[config.mk]
export PLATFORM = sky130hd
export DESIGN_NAME = fam_ctrl
export DESIGN_NICKNAME = d
export VERILOG_FILES = /design/src/logic/fam_pkg.sv /design/src/logic/fam_ctrl.sv /design/src/logic/fam_ramp.sv
export SDC_FILE = /design/constraint.sdc
export NUM_CORES = 1
export LEC_CHECK = 0
export BUFFER_PORTS_ARGS = -buffer_cell sky130_fd_sc_hd__buf_2
export CORE_MARGIN = 4
export CORE_UTILIZATION = 25
export CTS_CLUSTER_DIAMETER = 60
export DETAILED_ROUTE_END_ITERATION = 12
export GPL_TIMING_DRIVEN = 0
export HOLD_SLACK_MARGIN = 0.08
export PLACE_DENSITY_LB_ADDON = 0.05
export SLEW_MARGIN = 30
export SYNTH_ARGS = -nofsm -noshare
export SYNTH_HDL_FRONTEND = slang
export SYNTH_SLANG_ARGS = --single-unit
[constraint.sdc]
create_clock -name i_clock -period 3.62 [get_ports i_clock]
set_clock_uncertainty 0.15 [all_clocks]
set_input_delay 0.724 -clock i_clock [delete_from_list [all_inputs] [get_ports i_clock]]
set_output_delay 0.724 -clock i_clock [all_outputs]
set_load 0.05 [all_outputs]
[src/logic/fam_pkg.sv]
// Package: register map, field layout and timing constants of the fan block
package fam_pkg;

    // Register map, byte addresses are four times the printed index
    localparam logic [7:0] FAM_IDX_ACOUSTIC2   = 8'h63;
    localparam logic [7:0] FAM_IDX_CONFIG6     = 8'h10;
    localparam logic [7:0] FAM_IDX_LOCK        = 8'h40;
    localparam logic [7:0] FAM_IDX_FAN_CTRL    = 8'h70;
    localparam logic [7:0] FAM_IDX_STATUS      = 8'h71;
    localparam logic [9:0] FAM_ADDR_ACOUSTIC2  = 10'h18c;
    localparam logic [9:0] FAM_ADDR_CONFIG6    = 10'h040;
    localparam logic [9:0] FAM_ADDR_LOCK       = 10'h100;
    localparam logic [9:0] FAM_ADDR_FAN_CTRL   = 10'h1c0;
    localparam logic [9:0] FAM_ADDR_STATUS     = 10'h1c4;

    // Reset values
    localparam logic [7:0] FAM_RST_ACOUSTIC2   = 8'h00;
    localparam logic [7:0] FAM_RST_CONFIG6     = 8'h00;
    localparam logic [7:0] FAM_RST_TARGET      = 8'h00;
    localparam logic [7:0] FAM_RST_MIN_DUTY    = 8'h00;

    // Field positions of the acoustic register
    localparam int FAM_RATE_LSB     = 0;
    localparam int FAM_SMOOTH_BIT   = 3;
    localparam int FAM_SYNC_BIT     = 4;
    localparam int FAM_FLOOR1_BIT   = 5;
    localparam int FAM_FLOOR2_BIT   = 6;
    localparam int FAM_FLOOR3_BIT   = 7;
    // Config register fields, and the lock register bit
    localparam int FAM_LONG_TABLE_BIT = 7;
    localparam int FAM_SLOW_R1_BIT    = 1;
    localparam int FAM_LOCK_BIT       = 0;

    // Ramp timing: a slot of the short table is 37.5 s / 255 steps
    localparam longint FAM_CLK_HZ        = 20000000;
    localparam longint FAM_SHORT_FULL_MS = 37500;
    localparam longint FAM_LONG_FULL_MS  = 52200;
    localparam longint FAM_DUTY_STEPS    = 255;
    localparam longint FAM_SHORT_SLOT_CYC =
        FAM_SHORT_FULL_MS * (FAM_CLK_HZ / 1000) / FAM_DUTY_STEPS;
    localparam longint FAM_LONG_SLOT_CYC =
        FAM_LONG_FULL_MS * (FAM_CLK_HZ / 1000) / FAM_DUTY_STEPS;
    localparam int FAM_SLOW_FACTOR = 4;
    localparam logic [7:0] FAM_DUTY_ZERO = 8'h00;

    typedef struct packed {
        logic [7:0] acoustic2;
        logic [7:0] config6;
        logic       locked;
        logic       auto_mode;
        logic [7:0] min_duty1;
        logic [7:0] min_duty2;
        logic [7:0] min_duty3;
    } fam_regs_t;

    typedef struct packed {
        logic [7:0] duty1;
        logic [7:0] duty2;
        logic [7:0] duty3;
    } fam_duty_t;

endpackage : fam_pkg

[src/logic/fam_ctrl.sv]
// Top: acoustic ramp, tach gating and floor duty selection with Avalon slave
//
// Chosen here: the Avalon-MM slave port.
`timescale 1ns/1ns
module fam_ctrl
    import fam_pkg::*;
#(
    parameter longint SHORT_SLOT = FAM_SHORT_SLOT_CYC,
    parameter longint LONG_SLOT  = FAM_LONG_SLOT_CYC
)(
    input  wire logic        i_clock,
    input  wire logic        i_rstn,
    input  wire logic [9:0]  i_avs_address,
    input  wire logic        i_avs_read,
    input  wire logic        i_avs_write,
    input  wire logic [31:0] i_avs_writedata,
    input  wire logic [3:0]  i_avs_byteenable,
    output logic      [31:0] o_avs_readdata,
    output logic             o_avs_waitrequest,
    output logic      [1:0]  o_avs_response,
    input  wire logic [7:0]  i_target_duty1,
    input  wire logic [7:0]  i_target_duty2,
    input  wire logic [7:0]  i_target_duty3,
    input  wire logic [2:0]  i_below_floor,
    input  wire logic        i_fan_drive_output_3_on,
    input  wire logic        i_fan_tach_input_2,
    input  wire logic        i_fan_tach_input_3,
    input  wire logic        i_fan_tach_input_4,
    output logic      [7:0]  o_fan_drive_output_1,
    output logic      [7:0]  o_fan_drive_output_2,
    output logic      [7:0]  o_fan_drive_output_3,
    output logic      [2:0]  o_tach_gated,
    output logic      [2:0]  o_tach_valid
);

    typedef enum logic [2:0] {
        ST_IDLE = 3'b001,
        ST_ACK  = 3'b010,
        ST_DONE = 3'b100
    } fam_bus_st_t;

    typedef struct packed {
        fam_regs_t   regs;
        fam_bus_st_t bus;
        logic [31:0] rdata;
        logic        err;
        logic [2:0]  tach_s1;
        logic [2:0]  tach_s2;
        logic [1:0]  drv3_s;
        fam_duty_t   out;
    } fam_state_t;

    fam_state_t st_q;
    fam_state_t st_d;
    fam_duty_t  ramped;
    logic [7:0] raw1;
    logic       drv3_on;
    logic       lo_en;
    logic       hit_acou;
    logic       hit_cfg6;
    logic       hit_lock;
    logic       hit_fan;
    logic       hit_stat;

    // Only remote-one driven output 1 is ramped here; others follow directly
    fam_ramp #(
        .SHORT_SLOT (SHORT_SLOT),
        .LONG_SLOT  (LONG_SLOT)
    ) u_ramp1 (
        .i_clock      (i_clock),
        .i_rstn       (i_rstn),
        .i_smooth     (st_q.regs.acoustic2[FAM_SMOOTH_BIT]),
        .i_long_table (st_q.regs.config6[FAM_LONG_TABLE_BIT]),
        .i_slow       (st_q.regs.config6[FAM_SLOW_R1_BIT]),
        .i_rate       (st_q.regs.acoustic2[FAM_RATE_LSB +: 3]),
        .i_target     (raw1),
        .o_duty       (ramped.duty1)
    );

    assign raw1         = i_target_duty1;
    assign ramped.duty2 = i_target_duty2;
    assign ramped.duty3 = i_target_duty3;
    assign lo_en        = i_avs_byteenable[0];

    // Address decode, shared by the read half and the write half
    always_comb
    begin
        hit_acou = 1'b0;
        hit_cfg6 = 1'b0;
        hit_lock = 1'b0;
        hit_fan  = 1'b0;
        hit_stat = 1'b0;
        if (i_avs_address == FAM_ADDR_ACOUSTIC2)
        begin
            hit_acou = 1'b1;
        end
        else if (i_avs_address == FAM_ADDR_CONFIG6)
        begin
            hit_cfg6 = 1'b1;
        end
        else if (i_avs_address == FAM_ADDR_LOCK)
        begin
            hit_lock = 1'b1;
        end
        else if (i_avs_address == FAM_ADDR_FAN_CTRL)
        begin
            hit_fan = 1'b1;
        end
        else if (i_avs_address == FAM_ADDR_STATUS)
        begin
            hit_stat = 1'b1;
        end
    end

    always_comb
    begin
        st_d = st_q;
        // Two-stage synchronisers on the tach and drive-level pins
        st_d.tach_s1   = {i_fan_tach_input_4, i_fan_tach_input_3,
                          i_fan_tach_input_2};
        st_d.tach_s2   = st_q.tach_s1;
        st_d.drv3_s    = {st_q.drv3_s[0], i_fan_drive_output_3_on};
        drv3_on        = st_q.drv3_s[1];

        // Floor handling: off or minimum duty below threshold
        st_d.out.duty1 = ramped.duty1;
        st_d.out.duty2 = ramped.duty2;
        st_d.out.duty3 = ramped.duty3;
        if (st_q.regs.auto_mode && i_below_floor[0])
        begin
            st_d.out.duty1 = st_q.regs.acoustic2[FAM_FLOOR1_BIT]
                             ? st_q.regs.min_duty1 : FAM_DUTY_ZERO;
        end
        if (st_q.regs.auto_mode && i_below_floor[1])
        begin
            st_d.out.duty2 = st_q.regs.acoustic2[FAM_FLOOR2_BIT]
                             ? st_q.regs.min_duty2 : FAM_DUTY_ZERO;
        end
        if (st_q.regs.auto_mode && i_below_floor[2])
        begin
            st_d.out.duty3 = st_q.regs.acoustic2[FAM_FLOOR3_BIT]
                             ? st_q.regs.min_duty3 : FAM_DUTY_ZERO;
        end

        // Bus slave: one wait cycle, then acknowledge
        case (st_q.bus)
            ST_IDLE:
            begin
                if (i_avs_read || i_avs_write)
                begin
                    st_d.bus   = ST_ACK;
                    st_d.err   = 1'b0;
                    st_d.rdata = 32'h0;
                    if (hit_acou)
                    begin
                        st_d.rdata = {24'h0, st_q.regs.acoustic2};
                    end
                    else if (hit_cfg6)
                    begin
                        st_d.rdata = {24'h0, st_q.regs.config6};
                    end
                    else if (hit_lock)
                    begin
                        st_d.rdata = {31'h0, st_q.regs.locked};
                    end
                    else if (hit_fan)
                    begin
                        st_d.rdata = {7'h0, st_q.regs.auto_mode,
                                      st_q.regs.min_duty3,
                                      st_q.regs.min_duty2,
                                      st_q.regs.min_duty1};
                    end
                    else if (hit_stat)
                    begin
                        st_d.rdata = {8'h0, st_q.out.duty3, st_q.out.duty2,
                                      st_q.out.duty1};
                    end
                    else
                    begin
                        st_d.err = 1'b1;
                    end
                end
            end
            ST_ACK:
            begin
                st_d.bus = ST_DONE;
                // Writes land only on the edge where the master sees the
                // answer, so no setting moves before it is acknowledged
                if (i_avs_write && hit_lock && lo_en
                    && i_avs_writedata[FAM_LOCK_BIT])
                begin
                    // Lock is sticky until reset
                    st_d.regs.locked = 1'b1;
                end
                else if (i_avs_write && !st_q.regs.locked)
                begin
                    if (hit_acou && lo_en)
                    begin
                        st_d.regs.acoustic2 = i_avs_writedata[7:0];
                    end
                    else if (hit_cfg6 && lo_en)
                    begin
                        st_d.regs.config6 = i_avs_writedata[7:0];
                    end
                    else if (hit_fan)
                    begin
                        if (i_avs_byteenable[0])
                        begin
                            st_d.regs.min_duty1 = i_avs_writedata[7:0];
                        end
                        if (i_avs_byteenable[1])
                        begin
                            st_d.regs.min_duty2 = i_avs_writedata[15:8];
                        end
                        if (i_avs_byteenable[2])
                        begin
                            st_d.regs.min_duty3 = i_avs_writedata[23:16];
                        end
                        if (i_avs_byteenable[3])
                        begin
                            st_d.regs.auto_mode = i_avs_writedata[24];
                        end
                    end
                end
            end
            ST_DONE:
            begin
                st_d.bus = ST_IDLE;
            end
            default:
            begin
                // An illegal state code falls back to idle
                st_d.bus = ST_IDLE;
            end
        endcase
    end

    always_ff @(posedge i_clock or negedge i_rstn)
    begin
        if (!i_rstn)
        begin
            st_q                <= '0;
            st_q.bus            <= ST_IDLE;
            st_q.regs.acoustic2 <= FAM_RST_ACOUSTIC2;
            st_q.regs.config6   <= FAM_RST_CONFIG6;
        end
        else
        begin
            st_q <= st_d;
        end
    end

    // Gated tach: tach 3 and 4 only valid while output 3 drives; tach 2 gated only while the sync bit is set
    always_comb
    begin
        o_tach_gated    = {1'b1, 1'b1,
                           st_q.regs.acoustic2[FAM_SYNC_BIT]};
        o_tach_valid[0] = !o_tach_gated[0] || drv3_on;
        o_tach_valid[1] = drv3_on;
        o_tach_valid[2] = drv3_on;
    end

    assign o_avs_waitrequest    = (st_q.bus != ST_ACK);
    assign o_avs_readdata       = st_q.rdata;
    assign o_avs_response       = st_q.err ? 2'b10 : 2'b00;
    assign o_fan_drive_output_1 = st_q.out.duty1;
    assign o_fan_drive_output_2 = st_q.out.duty2;
    assign o_fan_drive_output_3 = st_q.out.duty3;

endmodule : fam_ctrl

[src/logic/fam_ramp.sv]
// Slew limiter: moves a duty value toward its target one step per slot
`timescale 1ns/1ns
module fam_ramp
    import fam_pkg::*;
#(
    parameter longint SHORT_SLOT = FAM_SHORT_SLOT_CYC,
    parameter longint LONG_SLOT  = FAM_LONG_SLOT_CYC
)(
    input  wire logic       i_clock,
    input  wire logic       i_rstn,
    input  wire logic       i_smooth,
    input  wire logic       i_long_table,
    input  wire logic       i_slow,
    input  wire logic [2:0] i_rate,
    input  wire logic [7:0] i_target,
    output logic      [7:0] o_duty
);

    typedef struct packed {
        logic [31:0] slot_cnt;
        logic [7:0]  duty;
    } fam_ramp_st_t;

    fam_ramp_st_t st_q;
    fam_ramp_st_t st_d;
    logic [31:0]  slot_len;
    logic [7:0]   step;
    logic [8:0]   up_sum;

    // Step per slot from the three-bit rate code
    always_comb
    begin
        case (i_rate)
            3'h0: step = 8'h01;
            3'h1: step = 8'h02;
            3'h2: step = 8'h03;
            3'h3: step = 8'h04;
            3'h4: step = 8'h08;
            3'h5: step = 8'h0c;
            3'h6: step = 8'h18;
            default: step = 8'h30;
        endcase
    end

    always_comb
    begin
        slot_len = i_long_table ? 32'(LONG_SLOT) : 32'(SHORT_SLOT);
        if (i_slow)
        begin
            slot_len = 32'(slot_len * FAM_SLOW_FACTOR);
        end
        up_sum = {1'b0, st_q.duty} + {1'b0, step};
        st_d = st_q;
        if (!i_smooth)
        begin
            st_d.duty     = i_target;
            st_d.slot_cnt = 32'h0;
        end
        else if (st_q.duty == i_target)
        begin
            st_d.slot_cnt = 32'h0;
        end
        else if (st_q.slot_cnt + 32'h1 >= slot_len)
        begin
            // Clamp the last step so the ramp never overshoots
            st_d.slot_cnt = 32'h0;
            if (i_target > st_q.duty)
            begin
                st_d.duty = (up_sum > {1'b0, i_target}) ? i_target
                                                         : up_sum[7:0];
            end
            else
            begin
                st_d.duty = (st_q.duty - i_target < step) ? i_target
                                                          : st_q.duty - step;
            end
        end
        else
        begin
            st_d.slot_cnt = st_q.slot_cnt + 32'h1;
        end
    end

    always_ff @(posedge i_clock or negedge i_rstn)
    begin
        if (!i_rstn)
        begin
            st_q <= '0;
        end
        else
        begin
            st_q <= st_d;
        end
    end

    assign o_duty = st_q.duty;

endmodule : fam_ramp

# Word-level counts from Yosys, hierarchy flattened
# Cells that the tools add are included.
# op_classes
n_addsub,4
n_lt_le_gt_ge,4
eq_ne,18
n_mux,45
n_bitwise,3
reduce_logical,23
# ops
op,n
2-to-1 mux 25 bit,4
2-to-1 mux 32 bit,3
2-to-1 mux 8 bit,11
one-hot mux 6 bit (7 select lines),1
"equality test 10 x 9 -> 1 bit, second input constant",4
2-to-1 mux 40 bit,1
2-to-1 mux 36 bit,1
"adder 32 x 1 -> 32 bit, second input constant",1
greater-or-equal comparator 32 bit,1
AND reduction 7 bit,4
2-to-1 mux 24 bit,1
2-to-1 mux 21 bit,1
2-to-1 mux 1 bit,20
"equality test 10 x 7 -> 1 bit, second input constant",1
adder 8 x 6 -> 9 bit,1
"equality test 3 x 2 -> 1 bit, second input constant",3
"equality test 3 bit, second input constant",3
> comparator 9 x 8 -> 1 bit,1
logical AND 1 bit,9
equality test 8 bit,1
> comparator 8 bit,1
less-than comparator 8 x 6 -> 1 bit,1
subtractor 8 x 6 -> 8 bit,1
subtractor 8 bit,1
other kinds (13),21
# word_totals
reg_bits,144

# Depth between registers and ports, before layout
# depth
word_depth,13
mapped_depth,19
ltp_nobuf,18

# Modules after synthesis
# Synthesis repeated with hierarchy kept, for this count alone.
# unflattened
cells_unflattened,870
area_unflattened_um2,8627.0
# by_module_without_submodules
module,instances,cells_per_inst,area_per_inst_um2,seq_area_each_um2
fam_ctrl,1,439,4677.0,2428.6
fam_ramp,1,431,3950.0,1001.0

# Least setup slack after synthesis
# No wires, ideal clock.
# synth_timing
kind,register to register
start,reg st_q[102] in the netlist's numbering
end,reg u_ramp1.st_q (netlist bit u_ramp1.o_duty[1])
setup_ps,130
t_arrival_ps,3649
required_ps,3340
path_slack_ps,-310
stages_incl_launch_ff,20
path_buffers,1
synth_period_minus_slack_ps,3930
path_cell_list,dfrtp_1 clkbuf_1 xor2_1 nand2b_1 inv_1 fa_1 nor2b_1 o221ai_1 a21oi_1 nor2_1 xnor2_1 ha_1 a21oi_1 o21ai_0 a221oi_1 o21ai_0 a21o_1 o21bai_1 a222oi_1 a21oi_1
# synth_via
elab_chain_len,9
word_cells_on_any_way,18
classes_between,2 x add/sub; 2 x order compare; 6 x eq/ne; 7 x mux; 1 x reduce/logical
# synth_lines
element,line_no,rtl
from (decl),fam_ctrl.sv:53,fam_state_t st_q;
from (signal assigned),fam_ctrl.sv:249,st_q <= st_d;
equality test 3 bit (tied with other cells),fam_ramp.sv:33,case (i_rate)
one-hot mux 6 bit (7 select lines) *,fam_ramp.sv:33,
adder 8 x 6 -> 9 bit,fam_ramp.sv:52,"up_sum = {1'b0, st_q.duty} + {1'b0, step};"
> comparator 9 x 8 -> 1 bit,fam_ramp.sv:69,"st_d.duty = (up_sum > {1'b0, i_target}) ? i_target"
2-to-1 mux 8 bit,fam_ramp.sv:69,
2-to-1 mux 8 bit *,fam_ramp.sv:67,if (i_target > st_q.duty)
2-to-1 mux 8 bit *,fam_ramp.sv:63,else if (st_q.slot_cnt + 32'h1 >= slot_len)
2-to-1 mux 8 bit *,fam_ramp.sv:59,else if (st_q.duty == i_target)
2-to-1 mux 40 bit *,fam_ramp.sv:54,if (!i_smooth)
to (signal assigned),fam_ramp.sv:92,st_q <= st_d;
to (decl),fam_ramp.sv:24,fam_ramp_st_t st_q;
# Every way passes the cells marked *; elsewhere a longest branch is shown, timed or not. The select of a mux whose other input is x is not followed.
# A chain may end at the register's enable or synchronous reset.

# Worst setup path in the final report
# Same ends and word-level chain as after synthesis.

==> flow_results.xml <==
<?xml version="1.0" encoding="UTF-8"?>
<metrics>
  <group name="outcome">
    <metric name="outcome" unit="">complete, but fails checks</metric>
    <metric name="violations" unit="">setup timing</metric>
  </group>
  <group name="logic_synthesis">
    <metric name="yosys-top-cells-count" unit="">sky130_fd_sc_hd__dfrtp_1, sky130_fd_sc_hd__nand2_1, sky130_fd_sc_hd__buf_4, sky130_fd_sc_hd__ha_1, sky130_fd_sc_hd__o21ai_0</metric>
    <metric name="post_synth_inst_count" unit="">871</metric>
    <metric name="ys_types" unit="">70</metric>
    <metric name="syn_avg_cell_area" unit="um^2">9.787</metric>
    <metric name="synth_register_bits" unit="">137</metric>
    <metric name="netlist_area" unit="mm^2">0.008524</metric>
    <metric name="post-synth-top-count-cell" unit="">sky130_fd_sc_hd__dfrtp_1</metric>
    <metric name="synth_edf_count" unit="">0</metric>
    <metric name="yosys-top-cells-area" unit="">sky130_fd_sc_hd__dfrtp_1, sky130_fd_sc_hd__ha_1, sky130_fd_sc_hd__buf_4, sky130_fd_sc_hd__nand2_1, sky130_fd_sc_hd__mux2_2</metric>
    <metric name="synth.yosys.seq_area_share" unit="">0.4023</metric>
    <metric name="synthArstFlopShare" unit="">1.000</metric>
    <metric name="yosys_warnings" unit="">0</metric>
    <metric name="synth_top_area_frac" unit="">0.3992</metric>
    <metric name="cell_taking_the_most_area_after_synthesis" unit="">sky130_fd_sc_hd__dfrtp_1</metric>
    <metric name="ys_dominant_reg_cell" unit="">sky130_fd_sc_hd__dfrtp_1</metric>
  </group>
  <group name="worst_hold_path">
    <metric name="hold_depth" unit="">0</metric>
    <metric name="timing.hold.worst.start" unit="">st_d[25]</metric>
    <metric name="min_delay_worst_endpoint" unit="">o_tach_valid[1]</metric>
    <metric name="min-delay-path-class" unit="">flip-flop to flip-flop</metric>
  </group>
  <group name="timing">
    <metric name="timing.final.ws_setup" unit="ps">-269.8</metric>
    <metric name="timing.slew.headroom" unit="">0.3974</metric>
    <metric name="actual_transition_at_the_worst_max_transition_pin" unit="ps">899.1</metric>
    <metric name="final-hold-violation-count" unit="">0</metric>
    <metric name="min_period_over_period" unit="">1.075</metric>
    <metric name="setup_viol_count_final" unit="">8</metric>
    <metric name="finalMaxSlewViolations" unit="">0</metric>
    <metric name="layout_min_cycle_time" unit="ps">3890</metric>
    <metric name="fmax" unit="MHz">257.1</metric>
    <metric name="grt_setup_unrepaired" unit="">yes</metric>
  </group>
  <group name="placed_design">
    <metric name="dpl_worst_slack" unit="ps">-991.0</metric>
    <metric name="count_of_input_and_output_buffers" unit="">125</metric>
    <metric name="dpl.hpwl" unit="um">19290</metric>
    <metric name="post-place-cells" unit="">1462</metric>
    <metric name="gp_congestion" unit="">0.7780</metric>
  </group>
  <group name="clock_tree">
    <metric name="tritoncts" unit="">built</metric>
    <metric name="cts.sink_count" unit="">137</metric>
    <metric name="clk_lat_worst_skew" unit="ps">440</metric>
    <metric name="cts.path.max_buffers" unit="">2</metric>
    <metric name="clk_pin_slew_worst_paths" unit="ps">70</metric>
    <metric name="cts_buffers" unit="">17</metric>
    <metric name="cts-root-buf" unit="">sky130_fd_sc_hd__clkbuf_16</metric>
    <metric name="cts_htree_levels" unit="">4</metric>
  </group>
  <group name="critical_path">
    <metric name="timing.reg2reg.worst_path_depth" unit="">18</metric>
    <metric name="start_of_the_worst_register_to_register_path" unit="">st_q[102]</metric>
    <metric name="crit-reg2reg-capture" unit="">u_ramp1.o_duty[1]</metric>
    <metric name="critical_path.max_fanout" unit="">4</metric>
    <metric name="critPathRequiredTime" unit="ps">3780</metric>
    <metric name="setup.reg_to_reg.worst_slack" unit="ps">-270</metric>
    <metric name="critical_path.startpoint_type" unit="">flip-flop</metric>
    <metric name="crit_arrival" unit="ps">4050</metric>
    <metric name="cp-end-kind" unit="">flip-flop</metric>
    <metric name="worst-setup-path-type" unit="">flip-flop to flip-flop</metric>
  </group>
  <group name="global_routing">
    <metric name="overflow" unit="">0</metric>
    <metric name="grtUsageMet1" unit="">0.1888</metric>
    <metric name="grt_pass1_wl" unit="um">39950</metric>
    <metric name="grt_max_degree" unit="">64</metric>
    <metric name="initial_antenna_violation_count" unit="">1</metric>
    <metric name="global_route.peak_usage_layer" unit="">met2</metric>
    <metric name="globalRouteTotalUtil" unit="">0.1410</metric>
    <metric name="grt_use_met3" unit="">0.02931</metric>
    <metric name="grt.met2_usage" unit="">0.2310</metric>
    <metric name="grt_pass1_vias" unit="">7022</metric>
  </group>
  <group name="floorplan">
    <metric name="die_area" unit="mm^2">0.03712</metric>
    <metric name="io_pins" unit="">146</metric>
    <metric name="floorplan.initialDensity" unit="">0.2536</metric>
    <metric name="coreArea" unit="mm^2">0.03362</metric>
    <metric name="placement_rows" unit="">67</metric>
    <metric name="die_w" unit="um">192.7</metric>
    <metric name="die_h" unit="um">192.7</metric>
  </group>
  <group name="routing">
    <metric name="dr.pass1.iters" unit="">4</metric>
    <metric name="viasPerCell" unit="">4.441</metric>
    <metric name="detailedRoute.firstIterationViolations" unit="">255</metric>
    <metric name="antenna_left" unit="">0</metric>
    <metric name="route.final.wire_length" unit="um">25990</metric>
    <metric name="vias" unit="">6781</metric>
    <metric name="avgRoutedWirePerCell" unit="um">17.02</metric>
    <metric name="detail_route.drc_violations" unit="">0</metric>
  </group>
  <group name="layout">
    <metric name="area.growth.synth_to_final" unit="%">29.90</metric>
    <metric name="fill_cells" unit="">3512</metric>
    <metric name="ratio_of_cells_with_drive_above_1_in_the_final_layout" unit="">0.3525</metric>
    <metric name="instances_no_fill" unit="">1527</metric>
    <metric name="layout.nets" unit="">1207</metric>
  </group>
  <group name="pwr">
    <metric name="power_density" unit="mW/mm^2">370.3</metric>
    <metric name="ir_worst_vdd" unit="mV">0.3519</metric>
    <metric name="power.total" unit="mW">4.100</metric>
    <metric name="power.static_leakage" unit="nW">5.371</metric>
  </group>
  <group name="run">
    <metric name="maxCapViolations" unit="">0</metric>
  </group>
</metrics>
[sequential cells by signal, summed over array words and instances, names as in the netlist]
name / cells
st_q: 45
u_ramp1.st_q: 32
o_avs_readdata: 25
o_fan_drive_output_1: 8
o_fan_drive_output_2: 8
o_fan_drive_output_3: 8
u_ramp1.o_duty: 8
o_tach_gated: 1
o_tach_valid: 1
st_d: 1
[worst max path at each step]
stage                                 from                 to  slack, ps
final                            st_q[102]  u_ramp1.o_duty[1]       -270
after global routing             st_q[102]  u_ramp1.o_duty[1]       -460
after CTS                        st_q[102]  u_ramp1.o_duty[1]       -300
after detailed placement   u_ramp1.st_q[8]  u_ramp1.o_duty[4]       -990
after global placement    u_ramp1.st_q[12]  u_ramp1.o_duty[7]      -1040
after floorplan                  st_q[102]  u_ramp1.o_duty[1]       -110
[worst max-delay path: stages (launching register included)]
cell and delay, ps:
sky130_fd_sc_hd__dfrtp_2 440, sky130_fd_sc_hd__xor2_1 150, sky130_fd_sc_hd__nand2b_1 140, sky130_fd_sc_hd__ha_1 350
sky130_fd_sc_hd__inv_2 60, sky130_fd_sc_hd__a21oi_2 50, sky130_fd_sc_hd__o21bai_2 210, sky130_fd_sc_hd__a31oi_4 130
sky130_fd_sc_hd__or4_4 450, sky130_fd_sc_hd__nand3_4 110, sky130_fd_sc_hd__ha_4 210, sky130_fd_sc_hd__nand2_1 80
sky130_fd_sc_hd__nor2_2 60, sky130_fd_sc_hd__a221oi_2 290, sky130_fd_sc_hd__o21ai_2 130, sky130_fd_sc_hd__a21o_1 180
sky130_fd_sc_hd__o21bai_4 210, sky130_fd_sc_hd__a222oi_1 270, sky130_fd_sc_hd__a21oi_1 100
[metal layers]
| metal | vias to the layer above | part of all wire |
|---|---|---|
| li1 | 3390 | - |
| met1 | 3267 | 0.47 |
| met2 | 103 | 0.48 |
| met3 | 21 | 0.034 |
| met4 | 0 | 0.016 |
| met5 | - | 0 |
[through the flow]
step	util	cell area [um^2]	setup TNS [ps]	hold slack [ps]
finish	0.3294	11070	-1345	200.5
global placement	0.2918	9808	-130200	189.4
floorplan	-	8622	-142.0	181.2
global route	0.3294	11070	-4149	216.1
detailed placement	0.2937	9873	-27910	187.1
CTS	0.3204	10770	-2063	200.9
[where the power goes]
part | leakage (nW) | total (mW) | internal, mW | switching [mW]
Combinational | 3.30 | 0.710 | 0.227 | 0.483
Clock | 0.282 | 1.78 | 1.03 | 0.745
Sequential | 1.79 | 1.61 | 1.58 | 0.0325
[placed cells by master, fill, tap and decap left out, drive strengths merged, types with 7 or more instances in the layout]
| cell | Yosys | layout |
|---|---|---|
| xor2 | 14 | 14 |
| a211oi | 7 | 7 |
| a21oi | 23 | 23 |
| nor2b | 22 | 22 |
| o21ai | 55 | 55 |
| and3 | 8 | 8 |
| o31ai | 17 | 17 |
| mux2i | 27 | 27 |
| clkinv | 0 | 7 |
| ha | 58 | 58 |
| nor2 | 51 | 51 |
| dfrtp | 136 | 136 |
| nand3 | 19 | 19 |
| buf | 72 | 233 |
| a31oi | 9 | 9 |
| nor3 | 8 | 8 |
| clkbuf | 18 | 33 |
| nand2 | 114 | 114 |
| conb | 2 | 18 |
| nand4 | 11 | 11 |
| and2 | 7 | 7 |
| xnor2 | 20 | 20 |
| inv | 43 | 45 |
| a221oi | 9 | 9 |
| mux2 | 43 | 43 |
[area by class of cell]
class / instances / area, um^2 / area share
timing repair buffer: 162 / 974.7 / 0.08802
buffer: 87 / 591.8 / 0.05345
tap: 448 / 560.5 / 0.05062
multi-input combinational: 617 / 4756 / 0.4295
clock buffer: 18 / 439.2 / 0.03966
inverter: 43 / 161.4 / 0.01458
antenna: 1 / 2.502 / 0.0002260
clock inverter: 14 / 146.4 / 0.01322
sequential: 137 / 3441 / 0.3107
[repair_timing]
item                       4_1_cts  5_1_grt
hold buffers                     1        0
cloned                           1        1
setup endpoints to repair       32       32
buffers inserted                22       10
gates resized for setup         35       51
pin swaps                       19       25
hold endpoints to repair        20        0
[kinds of logic (layout without fill, tap and decap cells)]
kind of cell | after synthesis | after routing | share of synthesized area
compound gates | 160 | 160 | 0.1239
fa+ha+maj | 61 | 61 | 0.09218
xor+xnor | 34 | 34 | 0.03493
mux | 70 | 70 | 0.09555
buf+inv | 133 | 324 | 0.08821
other cells | 2 | 19 | 0.0008810
flops | 137 | 137 | 0.4023
simple gates | 274 | 274 | 0.1620
(Power assumes the default switching activity.)
